## src/verilog/sp_access_pkg.sv

```systemverilog
// constants for the target scratch-pad and register-memory access block
package sp_access_pkg;
	localparam logic [15:0] CMD_WRITE = 16'h17DF; // 06111 decimal
	localparam logic [15:0] CMD_READ = 16'h17D5; // 06101 decimal
	localparam logic [15:0] UNIT_ID_RESET = 16'h000A;
	localparam logic [15:0] MEM_SCRATCH = 16'h0006;
	localparam logic [15:0] MEM_REGISTER = 16'h0001;
	localparam logic [15:0] SP_COMMAND = 16'h0002;
	localparam logic [15:0] SP_RESULT = 16'h0004;
	localparam logic [15:0] SUB_CHANGE_PW = 16'h0A00;
	localparam logic [15:0] SUB_LOGIN = 16'h0900;
	localparam logic [15:0] SUB_ERR_CHECK = 16'h0300;
	localparam logic [15:0] SUB_ERR_LOCATE = 16'h0600;
	localparam logic [15:0] DATA_REG_BASE = 16'h0001;
	localparam logic [15:0] TC_BASE = 16'h0041; // 00065 decimal
	localparam int BLOCK_WORDS = 5;
	localparam int PW_WORD = 4;
	localparam logic [15:0] PW_RESET = 16'h0000;
	// wishbone word offsets, byte addresses
	localparam logic [7:0] WB_UNIT_ID = 8'h00;
	localparam logic [7:0] WB_REQ_CMD = 8'h04;
	localparam logic [7:0] WB_REQ_MEM = 8'h08;
	localparam logic [7:0] WB_REQ_ADDR = 8'h0C;
	localparam logic [7:0] WB_REQ_DATA = 8'h10;
	localparam logic [7:0] WB_STATUS = 8'h14;
	localparam logic [7:0] WB_ERR_CODE = 8'h18;
	localparam logic [7:0] WB_ERR_LOC = 8'h1C;
	localparam int ST_PW_SET = 0;
	localparam int ST_LOGGED = 1;
	localparam int ST_REJECT = 2;
	localparam int ST_CHECK_BUSY = 3;
endpackage : sp_access_pkg

```

## src/verilog/byte_ram.sv

```systemverilog
`timescale 1ns/10ps
// byte-wide data register memory with registered read
module byte_ram #(
	parameter int DEPTH = 64,
	parameter int AW = 6
) (
	// clock
	input wire logic i_clk,
	// write port
	input wire logic i_we,
	input wire logic [AW-1:0] i_waddr,
	input wire logic [7:0] i_wdata,
	// read port
	input wire logic [AW-1:0] i_raddr,
	output logic [7:0] o_rdata
);
	logic [7:0] mem [DEPTH];

	always_ff @(posedge i_clk) begin
		if (i_we) begin
			mem[i_waddr] <= i_wdata;
		end
	end

	always_ff @(posedge i_clk) begin
		o_rdata <= mem[i_raddr];
	end
endmodule : byte_ram

```

## src/verilog/plc_target_scratchpad_access.sv

```systemverilog
// Design decisions made here: the Wishbone interface to the registers and the address map.
`timescale 1ns/10ps
// target-side request interpreter: scratch-pad commands, data registers, timer/counter accumulators
// Notes on behaviour
// - requests act only when their unit identifier equals the configured unit number.
// - memory type 00006 selects the scratch-pad command and result area.
// - memory type 00001 selects data registers and timer/counter accumulators.
// - password change is five words at 0002: 0A00, three zeros, new password.
// - new password is taken from the fifth word, four BCD digits.
// - with a password set, change needs prior login; without, change is free.
// - login is five words at 0002: 0900, zeros, current password.
// - one word 0300 written to 0002 starts a program error check.
// - after check, address 0004 reads the error code; zero means no error.
// - subcommand 0600 at 0002 starts locating the error in user memory.
// - after locate, a read of 0004 returns the error's user-memory location.
// - register reads pack two data registers per word, lower one low.
// - register writes unpack each word, low byte to lower-numbered register.
// - address 00001 is data register 0; length counts 16-bit words.
// - address 00065 is timer/counter 0, one word per accumulator.
// - unused accumulators accept writes at any time.
// - timer with input open keeps its preset, overriding written values.
// - timing timer loads the written value and keeps counting down.
// - timed-out timer accepts writes but does not time again until reset.
// - timer reset loads the preset regardless of writes.
// - counter accumulator writable unless its reset input is on.
// - counted-out counter accepts writes, no recount until reset; reset loads preset.
module plc_target_scratchpad_access #(
	parameter int NUM_TC = 8,
	parameter int TC_W = 3,
	parameter int NUM_DREG = 64,
	parameter int DREG_AW = 6
) (
	// clock and reset
	input wire logic i_clk,
	input wire logic i_resetn,
	// wishbone slave
	input wire logic i_wb_cyc,
	input wire logic i_wb_stb,
	input wire logic i_wb_we,
	input wire logic [7:0] i_wb_adr,
	input wire logic [3:0] i_wb_sel,
	input wire logic [31:0] i_wb_dat,
	output logic [31:0] o_wb_dat,
	output logic o_wb_ack,
	// user program view of timers and counters
	input wire logic [NUM_TC-1:0] i_tc_used,
	input wire logic [NUM_TC-1:0] i_tc_is_counter,
	input wire logic [NUM_TC-1:0] i_tc_enable,
	input wire logic [NUM_TC-1:0] i_tc_reset,
	input wire logic [NUM_TC-1:0] i_tc_tick,
	input wire logic [NUM_TC*16-1:0] i_tc_preset,
	output logic [NUM_TC-1:0] o_tc_done,
	// program error check engine
	output logic o_check_start,
	output logic o_locate_start,
	input wire logic i_check_done,
	input wire logic [15:0] i_err_code,
	input wire logic [15:0] i_err_location
);
	typedef enum logic [1:0] {IDLE, RD_LO, RD_HI, ANSWER} state_type;

	state_type state;
	logic [15:0] unit_id;
	logic [15:0] req_cmd;
	logic [15:0] req_mem;
	logic [15:0] req_addr;
	logic [15:0] password;
	logic pw_set;
	logic logged_in;
	logic rejected;
	logic [15:0] result;
	logic locate_mode;
	logic check_busy;
	logic [2:0] blk_idx;
	logic [15:0] blk_sub;
	logic blk_nonzero;
	logic [15:0] acc [NUM_TC];
	logic [15:0] rd_word;
	logic [7:0] ram_rdata;
	logic [DREG_AW-1:0] ram_addr;
	logic ram_we;
	logic [7:0] ram_wdata;
	logic [DREG_AW-1:0] ram_waddr;
	logic [DREG_AW-1:0] next_ram_addr;

	// bus request decode
	logic req;
	logic wr;
	logic data_wr;
	logic data_rd;
	logic target_ok;
	logic sp_sel;
	logic reg_sel;
	logic is_dreg;
	logic is_tc;
	logic [15:0] dreg_off;
	logic [15:0] tc_off;
	logic [15:0] wdata;
	// unit match held in a separate register written before each request
	logic [15:0] req_unit;
	logic unit_ok;

	// unit match passed in, so the decode follows every change of it
	function automatic logic id_match(input logic [15:0] cmd, input logic is_write, input logic unit_hit);
		logic code_ok;
		code_ok = is_write ? (cmd == sp_access_pkg::CMD_WRITE) : (cmd == sp_access_pkg::CMD_READ);
		return code_ok && unit_hit;
	endfunction : id_match

	assign req = i_wb_cyc && i_wb_stb && !o_wb_ack;
	assign wr = req && i_wb_we && (state == IDLE);
	assign wdata = i_wb_dat[15:0];
	assign target_ok = (unit_id != 16'h0000); // configured id needed to match; see below
	assign sp_sel = (req_mem == sp_access_pkg::MEM_SCRATCH);
	assign reg_sel = (req_mem == sp_access_pkg::MEM_REGISTER);
	assign dreg_off = req_addr - sp_access_pkg::DATA_REG_BASE;
	assign tc_off = req_addr - sp_access_pkg::TC_BASE;
	assign is_dreg = reg_sel && (req_addr >= sp_access_pkg::DATA_REG_BASE) &&
		(dreg_off < 16'(NUM_DREG / 2));
	assign is_tc = reg_sel && (req_addr >= sp_access_pkg::TC_BASE) && (tc_off < 16'(NUM_TC));
	// data port acts only on a matching unit id and a known command code
	assign unit_ok = (req_unit == unit_id) && target_ok;
	assign data_wr = wr && (i_wb_adr == sp_access_pkg::WB_REQ_DATA) && id_match(req_cmd, 1'b1, unit_ok);
	assign data_rd = req && !i_wb_we && (state == IDLE) && (i_wb_adr == sp_access_pkg::WB_REQ_DATA) &&
		id_match(req_cmd, 1'b0, unit_ok);

	// request setup registers
	always_ff @(posedge i_clk) begin
		if (!i_resetn) begin
			unit_id <= sp_access_pkg::UNIT_ID_RESET;
			req_cmd <= 16'h0000;
			req_mem <= 16'h0000;
			req_unit <= 16'h0000;
		end else if (wr) begin
			unique case (i_wb_adr)
				sp_access_pkg::WB_UNIT_ID: unit_id <= wdata;
				sp_access_pkg::WB_REQ_CMD: req_cmd <= wdata;
				sp_access_pkg::WB_REQ_MEM: req_mem <= wdata;
				sp_access_pkg::WB_STATUS: req_unit <= wdata;
				default: ;
			endcase
		end
	end

	// address auto-increments per transferred word
	always_ff @(posedge i_clk) begin
		if (!i_resetn) begin
			req_addr <= 16'h0000;
		end else if (wr && i_wb_adr == sp_access_pkg::WB_REQ_ADDR) begin
			req_addr <= wdata;
		end else if (data_wr || (state == ANSWER)) begin
			req_addr <= req_addr + 16'h0001;
		end
	end

	// five-word command block tracking at scratch-pad 0002
	always_ff @(posedge i_clk) begin
		if (!i_resetn) begin
			blk_idx <= 3'h0;
			blk_sub <= 16'h0000;
			blk_nonzero <= 1'b0;
		end else if (wr && i_wb_adr == sp_access_pkg::WB_REQ_ADDR) begin
			blk_idx <= 3'h0;
			blk_nonzero <= 1'b0;
		end else if (data_wr && sp_sel) begin
			if (req_addr == sp_access_pkg::SP_COMMAND) begin
				blk_idx <= 3'h1;
				blk_sub <= wdata;
				blk_nonzero <= 1'b0;
			end else if (blk_idx != 3'h0 && blk_idx < 3'(sp_access_pkg::BLOCK_WORDS)) begin
				blk_idx <= blk_idx + 3'h1;
				if (blk_idx != 3'(sp_access_pkg::PW_WORD) && wdata != 16'h0000) begin
					blk_nonzero <= 1'b1;
				end
			end
		end
	end

	logic fifth_word;
	assign fifth_word = data_wr && sp_sel && (blk_idx == 3'(sp_access_pkg::PW_WORD)) && !blk_nonzero;

	// password and login state
	always_ff @(posedge i_clk) begin
		if (!i_resetn) begin
			password <= sp_access_pkg::PW_RESET;
			pw_set <= 1'b0;
			logged_in <= 1'b0;
			rejected <= 1'b0;
		end else if (fifth_word) begin
			if (blk_sub == sp_access_pkg::SUB_CHANGE_PW) begin
				if (!pw_set || logged_in) begin
					password <= wdata;
					pw_set <= 1'b1;
					rejected <= 1'b0;
				end else begin
					rejected <= 1'b1;
				end
			end else if (blk_sub == sp_access_pkg::SUB_LOGIN) begin
				logged_in <= (!pw_set) || (wdata == password);
				rejected <= pw_set && (wdata != password);
			end
		end
	end

	// single-word subcommands start the external error engine
	logic cmd_word;
	assign cmd_word = data_wr && sp_sel && (req_addr == sp_access_pkg::SP_COMMAND);

	always_ff @(posedge i_clk) begin
		if (!i_resetn) begin
			o_check_start <= 1'b0;
			o_locate_start <= 1'b0;
		end else begin
			o_check_start <= cmd_word && (wdata == sp_access_pkg::SUB_ERR_CHECK);
			o_locate_start <= cmd_word && (wdata == sp_access_pkg::SUB_ERR_LOCATE);
		end
	end

	// result word; a new start wins over a done pulse in the same cycle
	always_ff @(posedge i_clk) begin
		if (!i_resetn) begin
			result <= 16'h0000;
			locate_mode <= 1'b0;
			check_busy <= 1'b0;
		end else begin
			if (check_busy && i_check_done) begin
				check_busy <= 1'b0;
				result <= locate_mode ? i_err_location : i_err_code;
			end
			if (cmd_word && wdata == sp_access_pkg::SUB_ERR_CHECK) begin
				check_busy <= 1'b1;
				locate_mode <= 1'b0;
			end else if (cmd_word && wdata == sp_access_pkg::SUB_ERR_LOCATE) begin
				check_busy <= 1'b1;
				locate_mode <= 1'b1;
			end
			// other subcodes fall through untouched
		end
	end

	// data register memory: byte pairs per word
	logic wr_hi;
	logic [7:0] rd_hi_byte;
	always_ff @(posedge i_clk) begin
		if (!i_resetn) begin
			wr_hi <= 1'b0;
			ram_we <= 1'b0;
			ram_wdata <= 8'h00;
			ram_waddr <= '0;
		end else if (data_wr && is_dreg) begin
			ram_we <= 1'b1;
			ram_waddr <= DREG_AW'({dreg_off[DREG_AW-2:0], 1'b0});
			ram_wdata <= wdata[7:0];
			wr_hi <= 1'b1;
			rd_hi_byte <= wdata[15:8];
		end else if (wr_hi) begin
			ram_waddr <= ram_waddr + DREG_AW'(1);
			ram_wdata <= rd_hi_byte;
			wr_hi <= 1'b0;
		end else begin
			ram_we <= 1'b0;
		end
	end

	assign next_ram_addr = DREG_AW'({dreg_off[DREG_AW-2:0], 1'b0});
	assign ram_addr = (state == IDLE) ? next_ram_addr : next_ram_addr + DREG_AW'(1);

	byte_ram #(.DEPTH(NUM_DREG), .AW(DREG_AW)) u_ram (
		.i_clk(i_clk),
		.i_we(ram_we),
		.i_waddr(ram_waddr),
		.i_wdata(ram_wdata),
		.i_raddr(ram_addr),
		.o_rdata(ram_rdata)
	);

	// timer/counter accumulators
	genvar g;
	generate
		for (g = 0; g < NUM_TC; g++) begin : g_tc
			logic [15:0] preset;
			logic hit;
			assign preset = i_tc_preset[g*16 +: 16];
			assign hit = data_wr && is_tc && (tc_off[TC_W-1:0] == TC_W'(g));
			always_ff @(posedge i_clk) begin
				if (!i_resetn) begin
					acc[g] <= 16'h0000;
					o_tc_done[g] <= 1'b0;
				end else if (!i_tc_used[g]) begin
					if (hit) begin
						acc[g] <= wdata;
					end
				end else if (i_tc_is_counter[g]) begin
					if (i_tc_reset[g]) begin
						acc[g] <= preset;
						o_tc_done[g] <= 1'b0;
					end else if (hit) begin
						acc[g] <= wdata;
					end else if (!o_tc_done[g] && i_tc_enable[g] && i_tc_tick[g]) begin
						acc[g] <= acc[g] - 16'h0001;
						o_tc_done[g] <= (acc[g] <= 16'h0001);
					end
				end else begin
					if (i_tc_reset[g] || !i_tc_enable[g]) begin
						acc[g] <= preset;
						o_tc_done[g] <= 1'b0;
					end else if (hit) begin
						acc[g] <= wdata;
					end else if (!o_tc_done[g] && i_tc_tick[g]) begin
						acc[g] <= acc[g] - 16'h0001;
						o_tc_done[g] <= (acc[g] <= 16'h0001);
					end
				end
			end
		end
	endgenerate

	// read sequencing: two byte reads from the ram, one cycle each
	always_ff @(posedge i_clk) begin
		if (!i_resetn) begin
			state <= IDLE;
			rd_word <= 16'h0000;
		end else begin
			unique case (state)
				IDLE: begin
					if (data_rd && is_dreg) begin
						state <= RD_LO;
					end else if (data_rd) begin
						state <= ANSWER;
						if (sp_sel && req_addr == sp_access_pkg::SP_RESULT) begin
							rd_word <= result;
						end else if (is_tc) begin
							rd_word <= acc[tc_off[TC_W-1:0]];
						end else begin
							rd_word <= 16'h0000;
						end
					end
				end
				RD_LO: begin
					// low byte addressed in the taking cycle is out now; the high byte trails by one
					rd_word[7:0] <= ram_rdata;
					state <= RD_HI;
				end
				RD_HI: begin
					state <= ANSWER;
				end
				ANSWER: begin
					if (is_dreg) begin
						rd_word[15:8] <= ram_rdata;
					end
					state <= IDLE;
				end
			endcase
		end
	end

	// bus answer
	always_ff @(posedge i_clk) begin
		if (!i_resetn) begin
			o_wb_ack <= 1'b0;
			o_wb_dat <= 32'h0000_0000;
		end else begin
			o_wb_ack <= 1'b0;
			if (req && (i_wb_we || i_wb_adr != sp_access_pkg::WB_REQ_DATA || !data_rd) && state == IDLE) begin
				o_wb_ack <= 1'b1;
				unique case (i_wb_adr)
					sp_access_pkg::WB_UNIT_ID: o_wb_dat <= {16'h0000, unit_id};
					sp_access_pkg::WB_REQ_CMD: o_wb_dat <= {16'h0000, req_cmd};
					sp_access_pkg::WB_REQ_MEM: o_wb_dat <= {16'h0000, req_mem};
					sp_access_pkg::WB_REQ_ADDR: o_wb_dat <= {16'h0000, req_addr};
					sp_access_pkg::WB_STATUS: o_wb_dat <= {28'h0000000, check_busy, rejected, logged_in, pw_set};
					sp_access_pkg::WB_ERR_CODE: o_wb_dat <= {16'h0000, i_err_code};
					sp_access_pkg::WB_ERR_LOC: o_wb_dat <= {16'h0000, i_err_location};
					default: o_wb_dat <= 32'h0000_0000;
				endcase
			end else if (state == ANSWER && !is_dreg) begin
				o_wb_ack <= 1'b1;
				o_wb_dat <= {16'h0000, rd_word};
			end else if (state == ANSWER) begin
				o_wb_ack <= 1'b1;
				o_wb_dat <= {16'h0000, ram_rdata, rd_word[7:0]};
			end
		end
	end
endmodule : plc_target_scratchpad_access

```

## config.mk

```make
export PLATFORM = sky130hd
export DESIGN_NAME = plc_target_scratchpad_access
export DESIGN_NICKNAME = d
export VERILOG_FILES = /design/src/verilog/sp_access_pkg.sv /design/src/verilog/byte_ram.sv /design/src/verilog/plc_target_scratchpad_access.sv
export SDC_FILE = /design/constraint.sdc
export NUM_CORES = 2
export LEC_CHECK = 0
export BUFFER_PORTS_ARGS = -buffer_cell sky130_fd_sc_hd__buf_2
export CAP_MARGIN = 5
export CORE_ASPECT_RATIO = 0.75
export CORE_UTILIZATION = 40
export DETAILED_ROUTE_END_ITERATION = 8
export PLACE_DENSITY_LB_ADDON = 0.2
export REMOVE_ABC_BUFFERS = 1
export SYNTH_ARGS = -nofsm -noshare
export SYNTH_HDL_FRONTEND = slang
export SYNTH_SLANG_ARGS = --single-unit
```

## constraint.sdc

```tcl
create_clock -name i_clk -period 13.2 [get_ports i_clk]
set_clock_uncertainty 0.15 [all_clocks]
set_input_delay 1.98 -clock i_clk [delete_from_list [all_inputs] [get_ports i_clk]]
set_output_delay 1.98 -clock i_clk [all_outputs]
set_load 0.005 [all_outputs]
```

Yosys cells after proc, flatten, opt, wreduce, memory -nomap -nowiden

Memory sizes are Yosys's and may differ from the RTL's. A register that Yosys moved wholly into a read port is not among the register bits.
Index checks and enable logic that the tools add are counted.

Memories: 2
Word-level logic and storage cells: 793
Register bits after elaboration: 222
Output and inout bits: 43
Bits in writable memories: 640
Bits of input ports: 250

Bitwise gates (word level): 59
Eq/ne operators: 62
Reductions and logical operators: 149
Mux-type cells: 458
$add $sub $neg: 14
Order comparisons: 13

Memory list:

| name      | words | width | read ports | clocked after Yosys merged registers in | wr ports | line                               | RTL |
|---|---|---|---|---|---|---|---|
| u_ram.mem | 64    | 8     | 1          | 1                                       | 1        | byte_ram.sv:17                     | `logic [7:0] mem [DEPTH];` |
| acc       | 8     | 16    | 9          | 0                                       | 8        | plc_target_scratchpad_access.sv:77 | `logic [15:0] acc [NUM_TC];` |

Operators by type and width:

| cell                                                                               | number |
|---|---|
| 16-bit two-way mux                                                                 | 63 |
| 1-bit two-way mux                                                                  | 378 |
| 16-bit by 1-bit subtractor with 16-bit output (second input constant)              | 9 |
| 16-bit by 1-bit less-or-equal comparator with 1-bit output (second input constant) | 8 |
| 16-bit one-hot mux with 7 select lines                                             | 1 |
| 32-bit two-way mux                                                                 | 3 |
| 1-bit logical AND                                                                  | 67 |
| 1-bit bitwise OR                                                                   | 56 |
| 5-bit AND reduction                                                                | 8 |
| 3-bit nonzero test                                                                 | 11 |
| 16-bit by 12-bit == test with 1-bit output (second input constant)                 | 2 |
| 16-bit by 13-bit == test with 1-bit output (second input constant)                 | 2 |
| 16-bit == test                                                                     | 2 |
| 16-bit by 3-bit == test with 1-bit output (second input constant)                  | 2 |
| 8-bit by 5-bit == test with 1-bit output (second input constant)                   | 4 |
| 8-bit one-hot mux with 2 select lines                                              | 2 |
| 16-bit nonzero test                                                                | 2 |
| 3-bit by 2-bit inequality test with 1-bit output (second input constant)           | 9 |
| 3-bit inequality test (second input constant)                                      | 9 |
| 8-bit two-way mux                                                                  | 3 |
| 3-bit by 1-bit inequality test with 1-bit output (second input constant)           | 8 |
| 1-bit logical NOT                                                                  | 22 |
| 6-bit two-way mux                                                                  | 3 |
| 16-bit by 1-bit adder with 16-bit output (second input constant)                   | 1 |
| 36 further kinds                                                                   | 80 |

Depth between registers and ports, before layout

Depth in word-level cells: 19
Gate-level depth with buffers: 20
Gate-level depth less buffers: 11

By module

A second synthesis with hierarchy kept.

Cell total of the unflattened synthesis: 3601
Area, all modules: 42799.8 µm²

By module, submodules not included:

| module                       | cells each | area each (µm²) | seq. area each (µm²) | times used |
|---|---|---|---|---|
| plc_target_scratchpad_access | 2601       | 22484.1         | 8047.7               | 1 |
| byte_ram                     | 1000       | 20315.7         | 15534.9              | 1 |

Worst setup path before layout

OpenSTA, ideal clock, no wires.

Path type: reg2reg
Start: register req_addr[0]
End: memory acc[1][0] (enable)
Buffers on the path: 7
Setup time: 0.411 ns
Data required time: 12.639 ns
Arrival time: 5.489 ns
Cell stages (with the launch flop): 17
Path slack: 7.150 ns
Period minus slack after synthesis: 6.050 ns
Path through: dfxtp_1 -> clkbuf_1 -> clkbuf_1 -> clkbuf_1 -> buf_1 -> clkbuf_1 -> inv_1 -> ha_1 -> clkbuf_1 -> or2_2 -> a211oi_1 -> o22ai_1 -> nor4b_2 -> and3_1 -> buf_2 -> a21oi_1 -> o21ai_0

RTL lines:

| item                   | line                                | RTL |
|---|---|---|
| start, declared        | plc_target_scratchpad_access.sv:66  | `logic [15:0] req_addr;` |
| start signal, assigned | plc_target_scratchpad_access.sv:150 | `req_addr <= wdata;` |
| start signal, assigned | plc_target_scratchpad_access.sv:152 | `req_addr <= req_addr + 16'h0001;` |
| end, declared          | plc_target_scratchpad_access.sv:77  |  |

==> flow_summary.yaml <==
pwr:
  power.clock.fraction: 0.436
  p_int_mw: 4.51
  switching_power_total_mw: 1.48
  proportion_of_power_drawn_by_flip_flops_and_latches: 0.498
  power_switching_share: 0.247
  pwr_density_cell_mw_per_mm2: 124
  comb_power_share: 0.065
  leakagePower_nw: 16.4
  post-layout-total-power_mw: 5.99
  vdd.ir_drop.worst_mv: 0.0928
synth:
  async_flop_share: 0
  cell_area_synth_mm2: 0.0428
  netlist-cell-type-count: 94
  netlist_top_cells_count: "sky130_fd_sc_hd__edfxtp_1, sky130_fd_sc_hd__nor2_1, sky130_fd_sc_hd__nand2_1, sky130_fd_sc_hd__dfxtp_1, sky130_fd_sc_hd__mux4_2"
  synthFlopType: "sky130_fd_sc_hd__edfxtp_1"
  syn-mean-instance-area_um2: 12.1
  ys_ff_latch: 854
  synthDominantAreaCellType: "sky130_fd_sc_hd__edfxtp_1"
  synth_enable_flop_cells: 648
  seq_area_frac_synth: 0.551
  syn_inst: 3523
  post-synth-top-area-fraction: 0.455
  yosysMostFrequentCell: "sky130_fd_sc_hd__edfxtp_1"
  top_post_synthesis_cells_by_area: "sky130_fd_sc_hd__edfxtp_1, sky130_fd_sc_hd__mux4_2, sky130_fd_sc_hd__dfxtp_1"
  yosysWarnings: 0
finish:
  largest_register_ffs: 512
  largest_registers: "u_ram.mem x512, acc x128"
  multiInputGateArea_mm2: 0.0180
  layout.area.seq_mm2: 0.0236
  layout-area-overhead-vs-synth_pct: 13.0
  layout.cells.non_filler: 5182
  drive_gt1_frac: 0.192
  final_design_area_no_fill_mm2: 0.0483
  net_count_reported_at_finish: 3966
  nFillCells: 9558
  largest-register: "u_ram.mem"
  final_core_util: 0.458
setup_path:
  crit_chain: "buf_2, or4_4, or3_1, nor4_1, nand4_2, o211ai_2, o211ai_2, a221oi_1, nor3_1"
  timing.critical_path.from: "i_wb_adr[5]"
  cp_data_required_time_ns: 13.50
  worstSetupEndpointType: "flop"
  timing.critical_path.slowest_stage_cell: "sky130_fd_sc_hd__nor4_1"
  crit_fanout: 16
  crit_buf_inv: 1
  crit-reg2reg-launch: "req_addr[0]"
  worstSetupPathType: "in2reg"
  cpMostUsedCell: "sky130_fd_sc_hd__o211ai_2"
  reg2reg_setup_slack_ns: 7.53
  path_delay_family: "simple AND/OR/NAND/NOR gates"
  timing.critical_path.from_type: "input pin"
  critPathArrivalTime_ns: 7.05
  cp_slowest_stage_delay_ns: 1.17
clock_tree:
  cts.sink_count: 854
  cts_resized: 0
  post_cts_setup_bufs: 0
  cts-buffers-inserted: 89
  cts.root.buffer_cell: "sky130_fd_sc_hd__clkbuf_16"
  clk_transition_reported_paths_ns: 0.06
  htree_levels: 3
  longest_clk_path_bufs: 3
  cts_hold_buf: 0
  worst_skew_pair.late_latency_ns: 0.71
  tritoncts: "yes"
route:
  route.vias.total: 32200
  detailedRoute.firstIterationViolations: 4406
  postRouteWirelength_um: 152000
  firstDrtPassIters: 6
  number_of_nets_with_antenna_violations_after_routing: 0
  final_routed_wire_length_divided_by_cell_count_um: 29.4
  detail_route.vias_per_cell: 6.21
  drc_errors: 0
timing:
  worst_slew_pin_slew_ns: 1.43
  grt_setup_unrepaired: "no"
  slew-limit-headroom: 0.0401
  finalHoldViolations: 0
  postLayoutSetupSlackWorst_ns: 6.45
  clock.fmax_mhz: 148
  slew_viol_final: 0
  setup_total_negative_slack_ns: 0
  final_min_period_over_clock_period: 0.511
  period_needed_ns: 6.75
  report.final.setup_viol: 0
  tightest_hold_margin_ns: 0.303
global_routing:
  grt_start_max_net_pins: 66
  first_global_vias: 29700
  grt_remaining_overflow: 0
  grt_first_pass_wirelength_um: 216000
  total_routing_usage_gr: 0.274
  antenna_found_initial: 25
floorplan:
  floorplan.die.height_um: 285
  floorplan.io_pins: 293
  area_inside_the_core_boundary_mm2: 0.106
  placement_rows: 103
  floorplan.die_area_mm2: 0.108
  initial_cell_density_of_the_core: 0.405
  horiz_die_dim_um: 380
placed_design:
  detailed_place.area_mm2: 0.0453
  post-dp-hpwl_um: 105000
  buffer_ports.inserted: 256
  worst_setup_timing_slack_at_the_placement_stage_ns: 6.06
  place.gp.congestion: 1.01
  place_inst: 5012
min_path:
  hold_start: "blk_sub[11]"
  holdCritPathClass: "reg2reg"
run_status:
  outcome: "completed"
flow_run:
  timing.max_cap.violations: 0
-- power by group through the flow --
stage	Clock (mW)	Combinational, mW	Sequential (mW)
finish	2.61	0.392	2.99
global route	2.76	0.409	2.98
CTS	2.65	0.376	2.98
detailed placement	0	0.374	3.03
global placement	0	0.374	3.03
floorplan	0	0.194	2.99
-- placed cells by master (no fill, tap or decap), types with 30 or more instances in the layout --
cell type,count
sky130_fd_sc_hd__a22oi_1,67
sky130_fd_sc_hd__nor4_1,50
sky130_fd_sc_hd__or3_1,30
sky130_fd_sc_hd__nor3_1,120
sky130_fd_sc_hd__nand3_1,50
sky130_fd_sc_hd__mux2i_1,124
sky130_fd_sc_hd__inv_1,60
sky130_fd_sc_hd__a211oi_1,98
sky130_fd_sc_hd__dfxtp_1,197
sky130_fd_sc_hd__a221oi_1,54
sky130_fd_sc_hd__xnor2_1,68
sky130_fd_sc_hd__nand2_1,268
sky130_fd_sc_hd__buf_4,62
sky130_fd_sc_hd__xor2_1,97
sky130_fd_sc_hd__edfxtp_1,648
sky130_fd_sc_hd__and2_1,50
sky130_fd_sc_hd__nand2b_1,31
sky130_fd_sc_hd__nor2_1,362
sky130_fd_sc_hd__mux4_2,193
sky130_fd_sc_hd__clkbuf_16,93
sky130_fd_sc_hd__a21oi_1,138
sky130_fd_sc_hd__buf_2,255
sky130_fd_sc_hd__o22ai_1,71
sky130_fd_sc_hd__o21ai_0,100
-- cell families (layout without fill, tap and decap cells) --
logic type	Yosys count	after routing	synth area share
simple gates	1131	1131	0.130
flops	854	854	0.551
compound gates	700	700	0.113
buf+inv	322	545	0.0317
mux	320	320	0.131
xor+xnor	165	165	0.0338
fa+ha+maj	30	30	0.00878
other cells	1	20	0.0000877
-- worst min-delay path: stages (launching register included) --
cell	delay (ns)
sky130_fd_sc_hd__dfxtp_1	0.31
sky130_fd_sc_hd__nand2_1	0.05
sky130_fd_sc_hd__a21oi_1	0.05
-- worst paths after layout --
| kind | end | cells after the start |
|---|---|---|
| worst max register to register | acc[4][5] | 11 |
| worst min-delay path | blk_sub[11] | 2 |
| worst min register to register | blk_sub[11] | 2 |
| worst max-delay path | acc[5][3] | 9 |
-- routing by layer --
metal | vias up | share of wire | track usage
met5 | - | 0.00064 | 0
met4 | 14 | 0.024 | 0.0656
met3 | 255 | 0.13 | 0.0993
met2 | 1842 | 0.40 | 0.362
met1 | 16200 | 0.44 | 0.419
li1 | 13900 | - | -
-- area by class of cell --
class	count	area share
antenna	4	0.000207
clock buffer	117	0.0511
clock inverter	49	0.0112
inverter	62	0.00492
multi-input combinational	2362	0.372
sequential	854	0.488
tap	1417	0.0367
timing repair buffer	317	0.0360
No activity file was read; power rests on OpenSTA's default activity.
